### config.mk
export PLATFORM = sky130hd
export DESIGN_NAME = inductive_sensor_result_regs
export DESIGN_NICKNAME = d
export VERILOG_FILES = /design/src/ind_sense_pkg.sv /design/src/inductive_sensor_result_regs.sv
export SDC_FILE = /design/constraint.sdc
export NUM_CORES = 1
export LEC_CHECK = 0
export CORE_MARGIN = 1.5
export CORE_UTILIZATION = 27
export DETAILED_ROUTE_END_ITERATION = 8
export DONT_BUFFER_PORTS = 1
export MAX_ROUTING_LAYER = met4
export PLACE_DENSITY_LB_ADDON = 0.25
export SLEW_MARGIN = 20
export SYNTH_ARGS = -nofsm -noshare
export SYNTH_HDL_FRONTEND = slang
export SYNTH_SLANG_ARGS = --single-unit
### constraint.sdc
create_clock -name ref_clk_i -period 5.7 [get_ports ref_clk_i]
set_input_delay 0.57 -clock ref_clk_i [delete_from_list [all_inputs] [get_ports ref_clk_i]]
set_output_delay 0.57 -clock ref_clk_i [all_outputs]
set_load 0.03 [all_outputs]
### src/ind_sense_pkg.sv
package ind_sense_pkg;

   // ---------------------------------------------------------------
   // register offsets
   // ---------------------------------------------------------------
   localparam logic [7:0] OFS_HIGH_LIMIT_LOWER = 8'h06;
   localparam logic [7:0] OFS_HIGH_LIMIT_UPPER = 8'h07;
   localparam logic [7:0] OFS_LOW_LIMIT_LOWER  = 8'h08;
   localparam logic [7:0] OFS_LOW_LIMIT_UPPER  = 8'h09;
   localparam logic [7:0] OFS_IRQ_PIN_FUNCTION = 8'h0A;
   localparam logic [7:0] OFS_POWER_CONTROL    = 8'h0B;
   localparam logic [7:0] OFS_STATUS_FLAGS     = 8'h20;
   localparam logic [7:0] OFS_PROX_RESULT_LOW  = 8'h21;
   localparam logic [7:0] OFS_PROX_RESULT_HIGH = 8'h22;
   localparam logic [7:0] OFS_FREQ_COUNT_LOW   = 8'h23;
   localparam logic [7:0] OFS_FREQ_COUNT_MID   = 8'h24;
   localparam logic [7:0] OFS_FREQ_COUNT_HIGH  = 8'h25;

   // ---------------------------------------------------------------
   // reset values
   // ---------------------------------------------------------------
   localparam logic [15:0] RST_HIGH_LIMIT   = 16'hFFFF;
   localparam logic [15:0] RST_LOW_LIMIT    = 16'h0000;
   localparam logic [7:0]  RST_BYTE_ZERO    = 8'h00;
   localparam logic [7:0]  RST_IRQ_FUNCTION = 8'h00;
   localparam logic [7:0]  RST_POWER        = 8'h00;
   localparam logic [15:0] RST_PROX         = 16'h0000;
   localparam logic [23:0] RST_FREQ         = 24'h000000;

   // ---------------------------------------------------------------
   // field positions
   // ---------------------------------------------------------------
   localparam int unsigned IRQ_MODE_MSB      = 2;
   localparam int unsigned POWER_ACTIVE_BIT  = 0;
   localparam int unsigned STAT_OSC_BIT      = 7;
   localparam int unsigned STAT_READY_BIT    = 6;
   localparam int unsigned STAT_WAKE_BIT     = 5;
   localparam int unsigned STAT_CMP_BIT      = 4;

   // ---------------------------------------------------------------
   // interrupt pin functions
   // ---------------------------------------------------------------
   typedef enum logic [2:0] {
      IRQ_DISABLED   = 3'b000,
      IRQ_WAKE_UP    = 3'b001,
      IRQ_COMPARATOR = 3'b010,
      IRQ_DATA_READY = 3'b100
   } irq_mode_t;

   // ---------------------------------------------------------------
   // carriers
   // ---------------------------------------------------------------
   typedef struct packed {
      logic [15:0] prox;
      logic [23:0] freq;
   } conv_result_t;

   typedef struct packed {
      logic [7:0] addr;
      logic [7:0] wdata;
      logic       wr;
      logic       rd;
   } reg_req_t;

endpackage

### src/inductive_sensor_result_regs.sv
module inductive_sensor_result_regs
   import ind_sense_pkg::*;
(
   input  wire logic         ref_clk_i,
   input  wire logic         resetn_i,
   input  wire reg_req_t     reg_req_i,
   output logic       [7:0]  reg_rdata_o,
   input  wire logic         conv_done_i,
   input  wire conv_result_t conv_result_i,
   input  wire logic         osc_fault_i,
   output logic              power_state_select_o,
   output logic       [15:0] high_limit_o,
   output logic       [15:0] low_limit_o,
   output logic              result_ready_out_n_o,
   output logic              irq_out_pin_n_o
);

   // ---------------------------------------------------------------
   // state
   // ---------------------------------------------------------------
   logic [7:0]   high_lower_buf_q;
   logic [7:0]   high_lower_buf_d;
   logic [15:0]  high_limit_q;
   logic [15:0]  high_limit_d;
   logic [7:0]   low_lower_buf_q;
   logic [7:0]   low_lower_buf_d;
   logic [15:0]  low_limit_q;
   logic [15:0]  low_limit_d;
   irq_mode_t    irq_mode_q;
   irq_mode_t    irq_mode_d;
   logic         power_active_q;
   logic         power_active_d;
   conv_result_t latest_q;
   conv_result_t latest_d;
   conv_result_t shown_q;
   conv_result_t shown_d;
   logic         ready_q;
   logic         ready_d;
   logic         cmp_q;
   logic         cmp_d;
   logic         wake_trig_q;
   logic         wake_trig_d;
   logic         osc_fault_q;
   logic         osc_fault_d;
   logic [7:0]   rdata_q;
   logic [7:0]   rdata_d;

   logic         conv_take;
   logic         result_load;
   logic [7:0]   status_byte;
   logic         above_high;
   logic         below_low;

   // ---------------------------------------------------------------
   // access decode
   // ---------------------------------------------------------------
   // conversions arriving in standby are dropped, the engine is idle
   assign conv_take   = conv_done_i & power_active_q;
   assign result_load = reg_req_i.rd
                        & (reg_req_i.addr == OFS_PROX_RESULT_LOW);
   // one compare pair feeds both flags; the wake flag uses only above_high, and only in wake-up mode
   assign above_high  = latest_q.prox > high_limit_q;
   assign below_low   = latest_q.prox < low_limit_q;

   // ---------------------------------------------------------------
   // limit registers
   // ---------------------------------------------------------------
   always_comb
   begin
      high_lower_buf_d = high_lower_buf_q;
      high_limit_d     = high_limit_q;
      low_lower_buf_d  = low_lower_buf_q;
      low_limit_d      = low_limit_q;
      if (reg_req_i.wr)
      begin
         case (reg_req_i.addr)
            OFS_HIGH_LIMIT_LOWER:
            begin
               high_lower_buf_d = reg_req_i.wdata;
            end
            OFS_HIGH_LIMIT_UPPER:
            begin
               high_limit_d = {reg_req_i.wdata, high_lower_buf_q};
            end
            OFS_LOW_LIMIT_LOWER:
            begin
               low_lower_buf_d = reg_req_i.wdata;
            end
            OFS_LOW_LIMIT_UPPER:
            begin
               low_limit_d = {reg_req_i.wdata, low_lower_buf_q};
            end
            default:
            begin
               high_limit_d = high_limit_q;
            end
         endcase
      end
   end

   always_ff @(posedge ref_clk_i)
   begin
      if (!resetn_i)
      begin
         high_lower_buf_q <= RST_HIGH_LIMIT[7:0];
         high_limit_q     <= RST_HIGH_LIMIT;
         low_lower_buf_q  <= RST_LOW_LIMIT[7:0];
         low_limit_q      <= RST_LOW_LIMIT;
      end
      else
      begin
         high_lower_buf_q <= high_lower_buf_d;
         high_limit_q     <= high_limit_d;
         low_lower_buf_q  <= low_lower_buf_d;
         low_limit_q      <= low_limit_d;
      end
   end

   // ---------------------------------------------------------------
   // pin function and power control
   // ---------------------------------------------------------------
   always_comb
   begin
      irq_mode_d     = irq_mode_q;
      power_active_d = power_active_q;
      if (reg_req_i.wr && (reg_req_i.addr == OFS_IRQ_PIN_FUNCTION))
      begin
         // reserved upper bits are not stored
         irq_mode_d = irq_mode_t'(reg_req_i.wdata[IRQ_MODE_MSB:0]);
      end
      if (reg_req_i.wr && (reg_req_i.addr == OFS_POWER_CONTROL))
      begin
         power_active_d = reg_req_i.wdata[POWER_ACTIVE_BIT];
      end
   end

   always_ff @(posedge ref_clk_i)
   begin
      if (!resetn_i)
      begin
         irq_mode_q     <= irq_mode_t'(RST_IRQ_FUNCTION[IRQ_MODE_MSB:0]);
         power_active_q <= RST_POWER[POWER_ACTIVE_BIT];
      end
      else
      begin
         irq_mode_q     <= irq_mode_d;
         power_active_q <= power_active_d;
      end
   end

   // ---------------------------------------------------------------
   // conversion capture and result snapshot
   // ---------------------------------------------------------------
   always_comb
   begin
      latest_d = latest_q;
      shown_d  = shown_q;
      ready_d  = ready_q;
      if (conv_take)
      begin
         latest_d = conv_result_i;
      end
      if (result_load)
      begin
         // a conversion landing in the same cycle waits for the next read
         shown_d = latest_q;
         ready_d = 1'b0;
      end
      if (conv_take)
      begin
         // set beats clear so a coincident result is still flagged
         ready_d = 1'b1;
      end
   end

   always_ff @(posedge ref_clk_i)
   begin
      if (!resetn_i)
      begin
         latest_q <= '{prox: RST_PROX, freq: RST_FREQ};
         shown_q  <= '{prox: RST_PROX, freq: RST_FREQ};
         ready_q  <= 1'b0;
      end
      else
      begin
         latest_q <= latest_d;
         shown_q  <= shown_d;
         ready_q  <= ready_d;
      end
   end

   // ---------------------------------------------------------------
   // comparator, wake-up and oscillator flags
   // ---------------------------------------------------------------
   always_comb
   begin
      cmp_d       = cmp_q;
      wake_trig_d = wake_trig_q;
      osc_fault_d = osc_fault_i;
      // between the limits the comparator holds its last side
      if (above_high)
      begin
         cmp_d = 1'b0;
      end
      else if (below_low)
      begin
         cmp_d = 1'b1;
      end
      if (irq_mode_q != IRQ_WAKE_UP)
      begin
         wake_trig_d = 1'b0;
      end
      else if (above_high)
      begin
         wake_trig_d = 1'b1;
      end
   end

   always_ff @(posedge ref_clk_i)
   begin
      if (!resetn_i)
      begin
         cmp_q       <= 1'b1;
         wake_trig_q <= 1'b0;
         osc_fault_q <= 1'b0;
      end
      else
      begin
         cmp_q       <= cmp_d;
         wake_trig_q <= wake_trig_d;
         osc_fault_q <= osc_fault_d;
      end
   end

   // flags are active low; low nibble reads as zero
   // a status read clears no flag, so repeated status reads stay identical
   always_comb
   begin
      status_byte                 = RST_BYTE_ZERO;
      status_byte[STAT_OSC_BIT]   = ~osc_fault_q;
      status_byte[STAT_READY_BIT] = ~ready_q;
      status_byte[STAT_WAKE_BIT]  = ~wake_trig_q;
      status_byte[STAT_CMP_BIT]   = cmp_q;
   end

   // ---------------------------------------------------------------
   // read path
   // ---------------------------------------------------------------
   always_comb
   begin
      rdata_d = rdata_q;
      if (reg_req_i.rd)
      begin
         case (reg_req_i.addr)
            OFS_HIGH_LIMIT_LOWER:
            begin
               rdata_d = high_limit_q[7:0];
            end
            OFS_HIGH_LIMIT_UPPER:
            begin
               rdata_d = high_limit_q[15:8];
            end
            OFS_LOW_LIMIT_LOWER:
            begin
               rdata_d = low_limit_q[7:0];
            end
            OFS_LOW_LIMIT_UPPER:
            begin
               rdata_d = low_limit_q[15:8];
            end
            OFS_IRQ_PIN_FUNCTION:
            begin
               rdata_d = {5'h00, irq_mode_q};
            end
            OFS_POWER_CONTROL:
            begin
               rdata_d = {7'h00, power_active_q};
            end
            OFS_STATUS_FLAGS:
            begin
               rdata_d = status_byte;
            end
            // the low byte read returns the freshly loaded value
            OFS_PROX_RESULT_LOW:  rdata_d = latest_q.prox[7:0];
            OFS_PROX_RESULT_HIGH: rdata_d = shown_q.prox[15:8];
            OFS_FREQ_COUNT_LOW:   rdata_d = shown_q.freq[7:0];
            OFS_FREQ_COUNT_MID:   rdata_d = shown_q.freq[15:8];
            OFS_FREQ_COUNT_HIGH:  rdata_d = shown_q.freq[23:16];
            default:              rdata_d = RST_BYTE_ZERO;
         endcase
      end
   end

   always_ff @(posedge ref_clk_i)
   begin
      if (!resetn_i)
      begin
         rdata_q <= RST_BYTE_ZERO;
      end
      else
      begin
         rdata_q <= rdata_d;
      end
   end

   // ---------------------------------------------------------------
   // interrupt pin
   // ---------------------------------------------------------------
   always_comb
   begin
      case (irq_mode_q)
         IRQ_DATA_READY: irq_out_pin_n_o = ~ready_q;
         IRQ_COMPARATOR: irq_out_pin_n_o = cmp_q;
         IRQ_WAKE_UP:    irq_out_pin_n_o = ~wake_trig_q;
         IRQ_DISABLED:   irq_out_pin_n_o = 1'b1;
         // reserved codes leave the pin idle
         default:        irq_out_pin_n_o = 1'b1;
      endcase
   end

   assign reg_rdata_o          = rdata_q;
   assign power_state_select_o = power_active_q;
   assign high_limit_o         = high_limit_q;
   assign low_limit_o          = low_limit_q;
   assign result_ready_out_n_o = ~ready_q;

endmodule // inductive_sensor_result_regs

## Word level (Yosys, flattened, before mapping)

Cells that the tools add are included.

| word-level totals | value |
|---|---|
| flip-flop bits (word level) | 144 |
| logic and storage cells | 54 |
| input port bits | 62 |

| cells by class | value |
|---|---|
| reductions and logical operators | 9 |
| order comparisons | 2 |
| bitwise operators | 6 |
| equality and inequality tests | 16 |
| multiplexer cells | 6 |

Operators by type and width:

| operator | count |
|---|---|
| one-hot mux 8 bit (12 select lines) | 1 |
| == test 8 x 6 -> 1 bit (second input constant) | 6 |
| == test 8 x 4 -> 1 bit (second input constant) | 4 |
| == test 8 x 3 -> 1 bit (second input constant) | 2 |
| greater-than comparator 16 bit | 1 |
| < comparator 16 bit | 1 |
| AND reduction 2 bit | 4 |
| two-way mux 1 bit | 4 |
| NOT 1 bit | 4 |
| nonzero test 2 bit | 2 |
| == test 3 x 1 -> 1 bit (second input constant) | 1 |
| == test 3 x 2 -> 1 bit (second input constant) | 1 |
| == test 3 bit (second input constant) | 1 |
| inequality test 3 x 1 -> 1 bit (second input constant) | 1 |
| one-hot mux 1 bit (3 select lines) | 1 |
| bitwise AND 1 bit | 2 |
| logical AND 1 bit | 2 |
| OR reduction 2 bit | 1 |

## Depth between registers and ports, before layout

| depth | value |
|---|---|
| depth after elaboration | 4 |
| gate-level depth with buffers | 9 |
| gate-level depth less buffers | 7 |

## Least setup slack after synthesis

Ideal clock, no wire load.

| timing path | value |
|---|---|
| path kind | input -> register |
| from | input port reg_req_i[13] (netlist bit) |
| to | register rdata_q[1] (netlist: reg_rdata_o[1]) |
| slack | 3.509 ns |
| stages | 8 |
| required time | 5.619 ns |
| arrival time | 2.111 ns |
| buffers on the path | 3 |
| library setup time | 0.081 ns |
| cells stage by stage | buf_4 > nor2b_1 > and2_0 > clkbuf_1 > buf_2 > a221oi_1 > or4_1 > o211ai_1 |

| between the ends | value |
|---|---|
| longest elaborated chain between the ends | 2 |

RTL lines:

| what | line | RTL |
|---|---|---|
| start: declaration | inductive_sensor_result_regs.sv:6 | `input wire reg_req_t reg_req_i,` |
| == test 8 x 6 -> 1 bit, or another cell as far along | inductive_sensor_result_regs.sv:254 | `case (reg_req_i.addr)` |
| one-hot mux 8 bit (12 select lines) * | inductive_sensor_result_regs.sv:254 |  |
| end signal: assignment | inductive_sensor_result_regs.sv:302 | `rdata_q <= rdata_d;` |
| end: declaration | inductive_sensor_result_regs.sv:45 | `logic [7:0] rdata_q;` |

Every way passes the cells marked *; elsewhere a longest branch is shown, timed or not.
A chain may end at the register's enable or synchronous reset.

## Worst setup path in the final report

| timing path | value |
|---|---|
| from | register high_limit_q[15] (netlist: high_limit_o[15]) |
| to | register wake_trig_q |

| between the ends | value |
|---|---|
| longest elaborated chain between the ends | 1 |

RTL lines:

| what | line | RTL |
|---|---|---|
| start: declaration | inductive_sensor_result_regs.sv:23 | `logic [15:0] high_limit_q;` |
| start signal: assignment | inductive_sensor_result_regs.sv:113 | `high_limit_q <= high_limit_d;` |
| greater-than comparator 16 bit | inductive_sensor_result_regs.sv:62 | `assign above_high = latest_q.prox > high_limit_q;` |
| end signal: assignment | inductive_sensor_result_regs.sv:230 | `wake_trig_q <= wake_trig_d;` |
| end: declaration | inductive_sensor_result_regs.sv:41 | `logic wake_trig_q;` |

No other way between the ends.

==> reports/summary.txt <==
RR Endpoint = wake_trig_q$_SDFFE_PP0N_
Critical Path Start Type = flop
unrepaired setup endpoints after global routing = false
height of the die = 160 um
class of the tightest hold or removal check = primary input to flop
root buffer cell = clkbuf_16
cts repair resizes = 0
data arrival time of the worst path = 2.79 ns
post-route setup TNS = 0 ns
overall fraction of global-route tracks in use = 18.1%
PortBufs = 0
fin worst setup slack = 3.23 ns
cells after synthesis = 781
worst setup path class = flop to flop
CP delay by family, top = compound AO/OA/AOI/OAI gates
Setup-failing EPs final = 0
Inserted Clock Buffers = 17
via count = 5380
post-DR vias/cell = 4.92
slowest CP cell = dfxtp_1
worst setup timing slack at the placement stage = 2.82 ns
global-route wire length before repair = 33.2 mm
Endpoint, Worst Hold = high_lower_buf_q[5]$_SDFFE_PN1P_
die area = 25500 um^2
area of the mapped netlist = 6620 um^2
met2 wirelength from detailed routing = 10.2 mm
DRC violation count after routing = 0
number of storage elements in the synthesis netlist = 136
post-CTS setup buffer count = 0
clock-pin slew on the worst setup and hold paths = 0.06 ns
area of all placed cells without fillers = 7520 um^2
number of hold violations in the final report = 0
power density over the cells = 298 nW/um^2
Layout area overhead = 13.6%
status = finished clean
transition at the pin with the smallest max-transition slack = 0.751 ns
Hold Path Cell Cnt = 1
clock tree from TritonCTS = done
largest fanout of any net on the critical path = 4
number of max-slew violations in the final report = 0
Post-Route WL = 22.0 mm
Post-synth EDFFs = 0
final worst path period need = 2.47 ns
clock buffer depth = 2
boundary pin count = 105
cell depth of the worst flop-to-flop path = 7
final layout net count = 850
period utilisation layout = 43.3%
Worst Hold Slack = 0.264 ns
Synth Area in Adders = 5.86%
die width = 160 um
maximum number of pins on one net before global-route repair = 133
portion of the post-synthesis area used by sequential elements = 41.1%
maximum ir drop on the vdd rail = 191 uV
largest clock skew in the final design = 0.00837 ns
hpwl dp = 16.3 mm
commonest register cell after synthesis = dfxtp_1
Core Box Area = 24200 um^2
fraction of layout cells with a size suffix above 1 = 7.27%
Area after DPL = 6860 um^2
total grt overflow = 0
mean post-synth cell area = 8.47 um^2
detailed router's first-iteration violation count = 534
hold wc startpoint = resetn_i
number of max-capacitance violations reported = 0
number of clock sinks = 136
Bufs and invs on worst path = 1
multiplexer share of the synthesized area = 6.18%
via count of the first global-routing pass = 5136
net count after synthesis = 874
Lkg Pwr = 2.90 nW
number of antenna diodes = 0
simple-gate share of the synthesized area = 23.0%
Antenna Violating Nets Remaining = 0
Max Fclk = 405 MHz
Synthesis Warnings = 0
core occupancy in the finished layout = 31.1%
H-tree Lvls = 4
remaining max-slew budget at the tightest pin = 49.9%
compound-gate portion of the synthesized area = 18.1%
number of buffers added to fix hold violations after cts = 0
initial antenna violation count = 0
met3 WL = 1.45 mm
ys async rst share = 0%
gpl congestion = 0.922
detailed-route wire length on metal 1 = 9.83 mm
critical path, cell by cell = inv_1 -> ha_1 -> nand4_1 -> nor2_1 -> a221o_1 -> o311a_1 -> o21a_1
number of unique standard cell types used by synthesis = 61
worst setup slack for register-to-register paths = 3.23 ns
xor/xnor cell area share of the yosys netlist = 0.132%
combinational family with the most area after synthesis = simple AND/OR/NAND/NOR gates
data required time at the worst endpoint = 6.03 ns
worst skew pair latency = 0.43 ns
DR top layer = met4
final routed wire length divided by cell count = 20.1 um
critical register-to-register path startpoint = high_limit_o[15]$_SDFFE_PN1P_
standard-cell row count = 57
first-pass iteration count of the detailed router = 5
endpoint class of the critical path = flop
Crit path largest cell delay = 0.65 ns
initial core utilization = 27.4%
==> layout by cell type (no fill, tap or decap), drive strengths merged, types with 6 or more instances in the layout <==
master    n
nand3    32
dfxtp   136
a21oi    21
o211ai   18
mux2i    33
nand2   202
clkbuf   22
nand4    17
nor2b    33
o21ai     6
ha       31
a221o     6
and2      7
inv      37
buf       8
a21boi   72
nor2     13
==> synth_stat cells, types with 2 or more instances <==
| cell type | n | area share (%) |
|---|---|---|
| buf_1 | 3 | 0.17 |
| nor2_1 | 12 | 0.68 |
| and2_0 | 2 | 0.19 |
| nand3_2 | 2 | 0.30 |
| a221o_2 | 2 | 0.34 |
| nor2b_1 | 33 | 3.1 |
| and2_1 | 5 | 0.47 |
| clkbuf_1 | 35 | 2.0 |
| a21oi_1 | 21 | 1.6 |
| nand2_1 | 202 | 11 |
| buf_2 | 8 | 0.60 |
| a21boi_1 | 30 | 3.4 |
| nor4_1 | 2 | 0.19 |
| a22oi_1 | 5 | 0.57 |
| nand4_1 | 17 | 1.6 |
| buf_6 | 3 | 0.51 |
| buf_4 | 2 | 0.23 |
| a221oi_1 | 3 | 0.40 |
| a22o_1 | 3 | 0.40 |
| o221ai_1 | 3 | 0.40 |
| a31oi_1 | 3 | 0.28 |
| and3_1 | 5 | 0.47 |
| inv_1 | 35 | 2.0 |
| nand3b_1 | 2 | 0.23 |
| dfxtp_1 | 136 | 41 |
| and4_1 | 3 | 0.40 |
| nand2b_1 | 2 | 0.19 |
| mux4_2 | 3 | 1.0 |
| mux2i_1 | 33 | 5.0 |
| o211ai_1 | 18 | 2.0 |
| a221o_1 | 4 | 0.60 |
| a31o_2 | 2 | 0.26 |
| a2111oi_0 | 2 | 0.26 |
| ha_1 | 31 | 5.9 |
| o21a_1 | 5 | 0.57 |
| o21ai_0 | 6 | 0.45 |
| nand3_1 | 30 | 2.3 |
| a21boi_0 | 42 | 4.8 |
| o31ai_1 | 3 | 0.34 |
| or4_1 | 2 | 0.23 |
==> state kept, by name (all words and copies together), names as in the netlist, 3 cells and up <==
| name | flops |
|---|---|
| shown_q | 32 |
| latest_q | 40 |
| low_lower_buf_q | 8 |
| low_limit_o | 16 |
| irq_mode_q | 3 |
| reg_rdata_o | 8 |
| high_limit_o | 16 |
| high_lower_buf_q | 8 |
==> logic make-up after synthesis <==
| kind of cell | Yosys count |
|---|---|
| AND/OR/NAND/NOR | 327 |
| multiplexers | 37 |
| AO/OA/AOI/OAI | 162 |
| buffers and inverters | 87 |
| adder cells (fa/ha/maj) | 31 |
| XOR/XNOR | 1 |
| flip-flops | 136 |
==> stage by stage <==
| stage | power [mW] | cells |
|---|---|---|
| 6_report | 2.24 | 1094 |
| 5_1_grt | 2.31 | 1094 |
| 4_1_cts | 2.26 | 1094 |
| 3_5_place_dp | 1.02 | 1062 |
| 3_3_place_gp | 1.02 | 1062 |
| 2_1_floorplan | 1.02 | 781 |
==> cell type report <==
class	count	area [um^2]
sequential	136	2720
fill	2588	16700
multi-input combinational	558	3540
clock buffer	22	474
clock inverter	10	189
inverter	36	135
tap	324	405
timing repair buffer	8	60.1
==> report_power, final <==
part	switching (mW)	total, mW	leakage (nW)	internal [mW]
clock	0.431	1.25	0.321	0.814
combinational	0.0191	0.0409	1.48	0.0218
sequential	0.00233	0.954	1.10	0.952
==> layer usage <==
layer	vias up	track usage, %
met2	152	28.0
met5	-	-
met1	2534	22.6
met4	0	6.09
li1	2665	-
met3	29	4.95
==> worst max-delay path by stage <==
| stage | start | endpoint | cells past startpoint | slack, ns |
|---|---|---|---|---|
| after floorplan | reg_req_i[13] | reg_rdata_o[1]$_SDFFE_PN0P_ | 8 | 3.51 |
| after global placement | reg_req_i[14] | shown_q[39]$_SDFFE_PN0P_ | 6 | 2.85 |
| after detailed placement | reg_req_i[14] | shown_q[39]$_SDFFE_PN0P_ | 6 | 2.82 |
| after CTS | high_limit_o[7]$_SDFFE_PN1P_ | wake_trig_q$_SDFFE_PP0N_ | 7 | 3.24 |
| after global routing | reg_req_i[14] | low_limit_o[12]$_SDFFE_PN0P_ | 6 | 3.08 |
| final | high_limit_o[15]$_SDFFE_PN1P_ | wake_trig_q$_SDFFE_PP0N_ | 7 | 3.23 |
No activity file was read; power rests on OpenSTA's default activity.
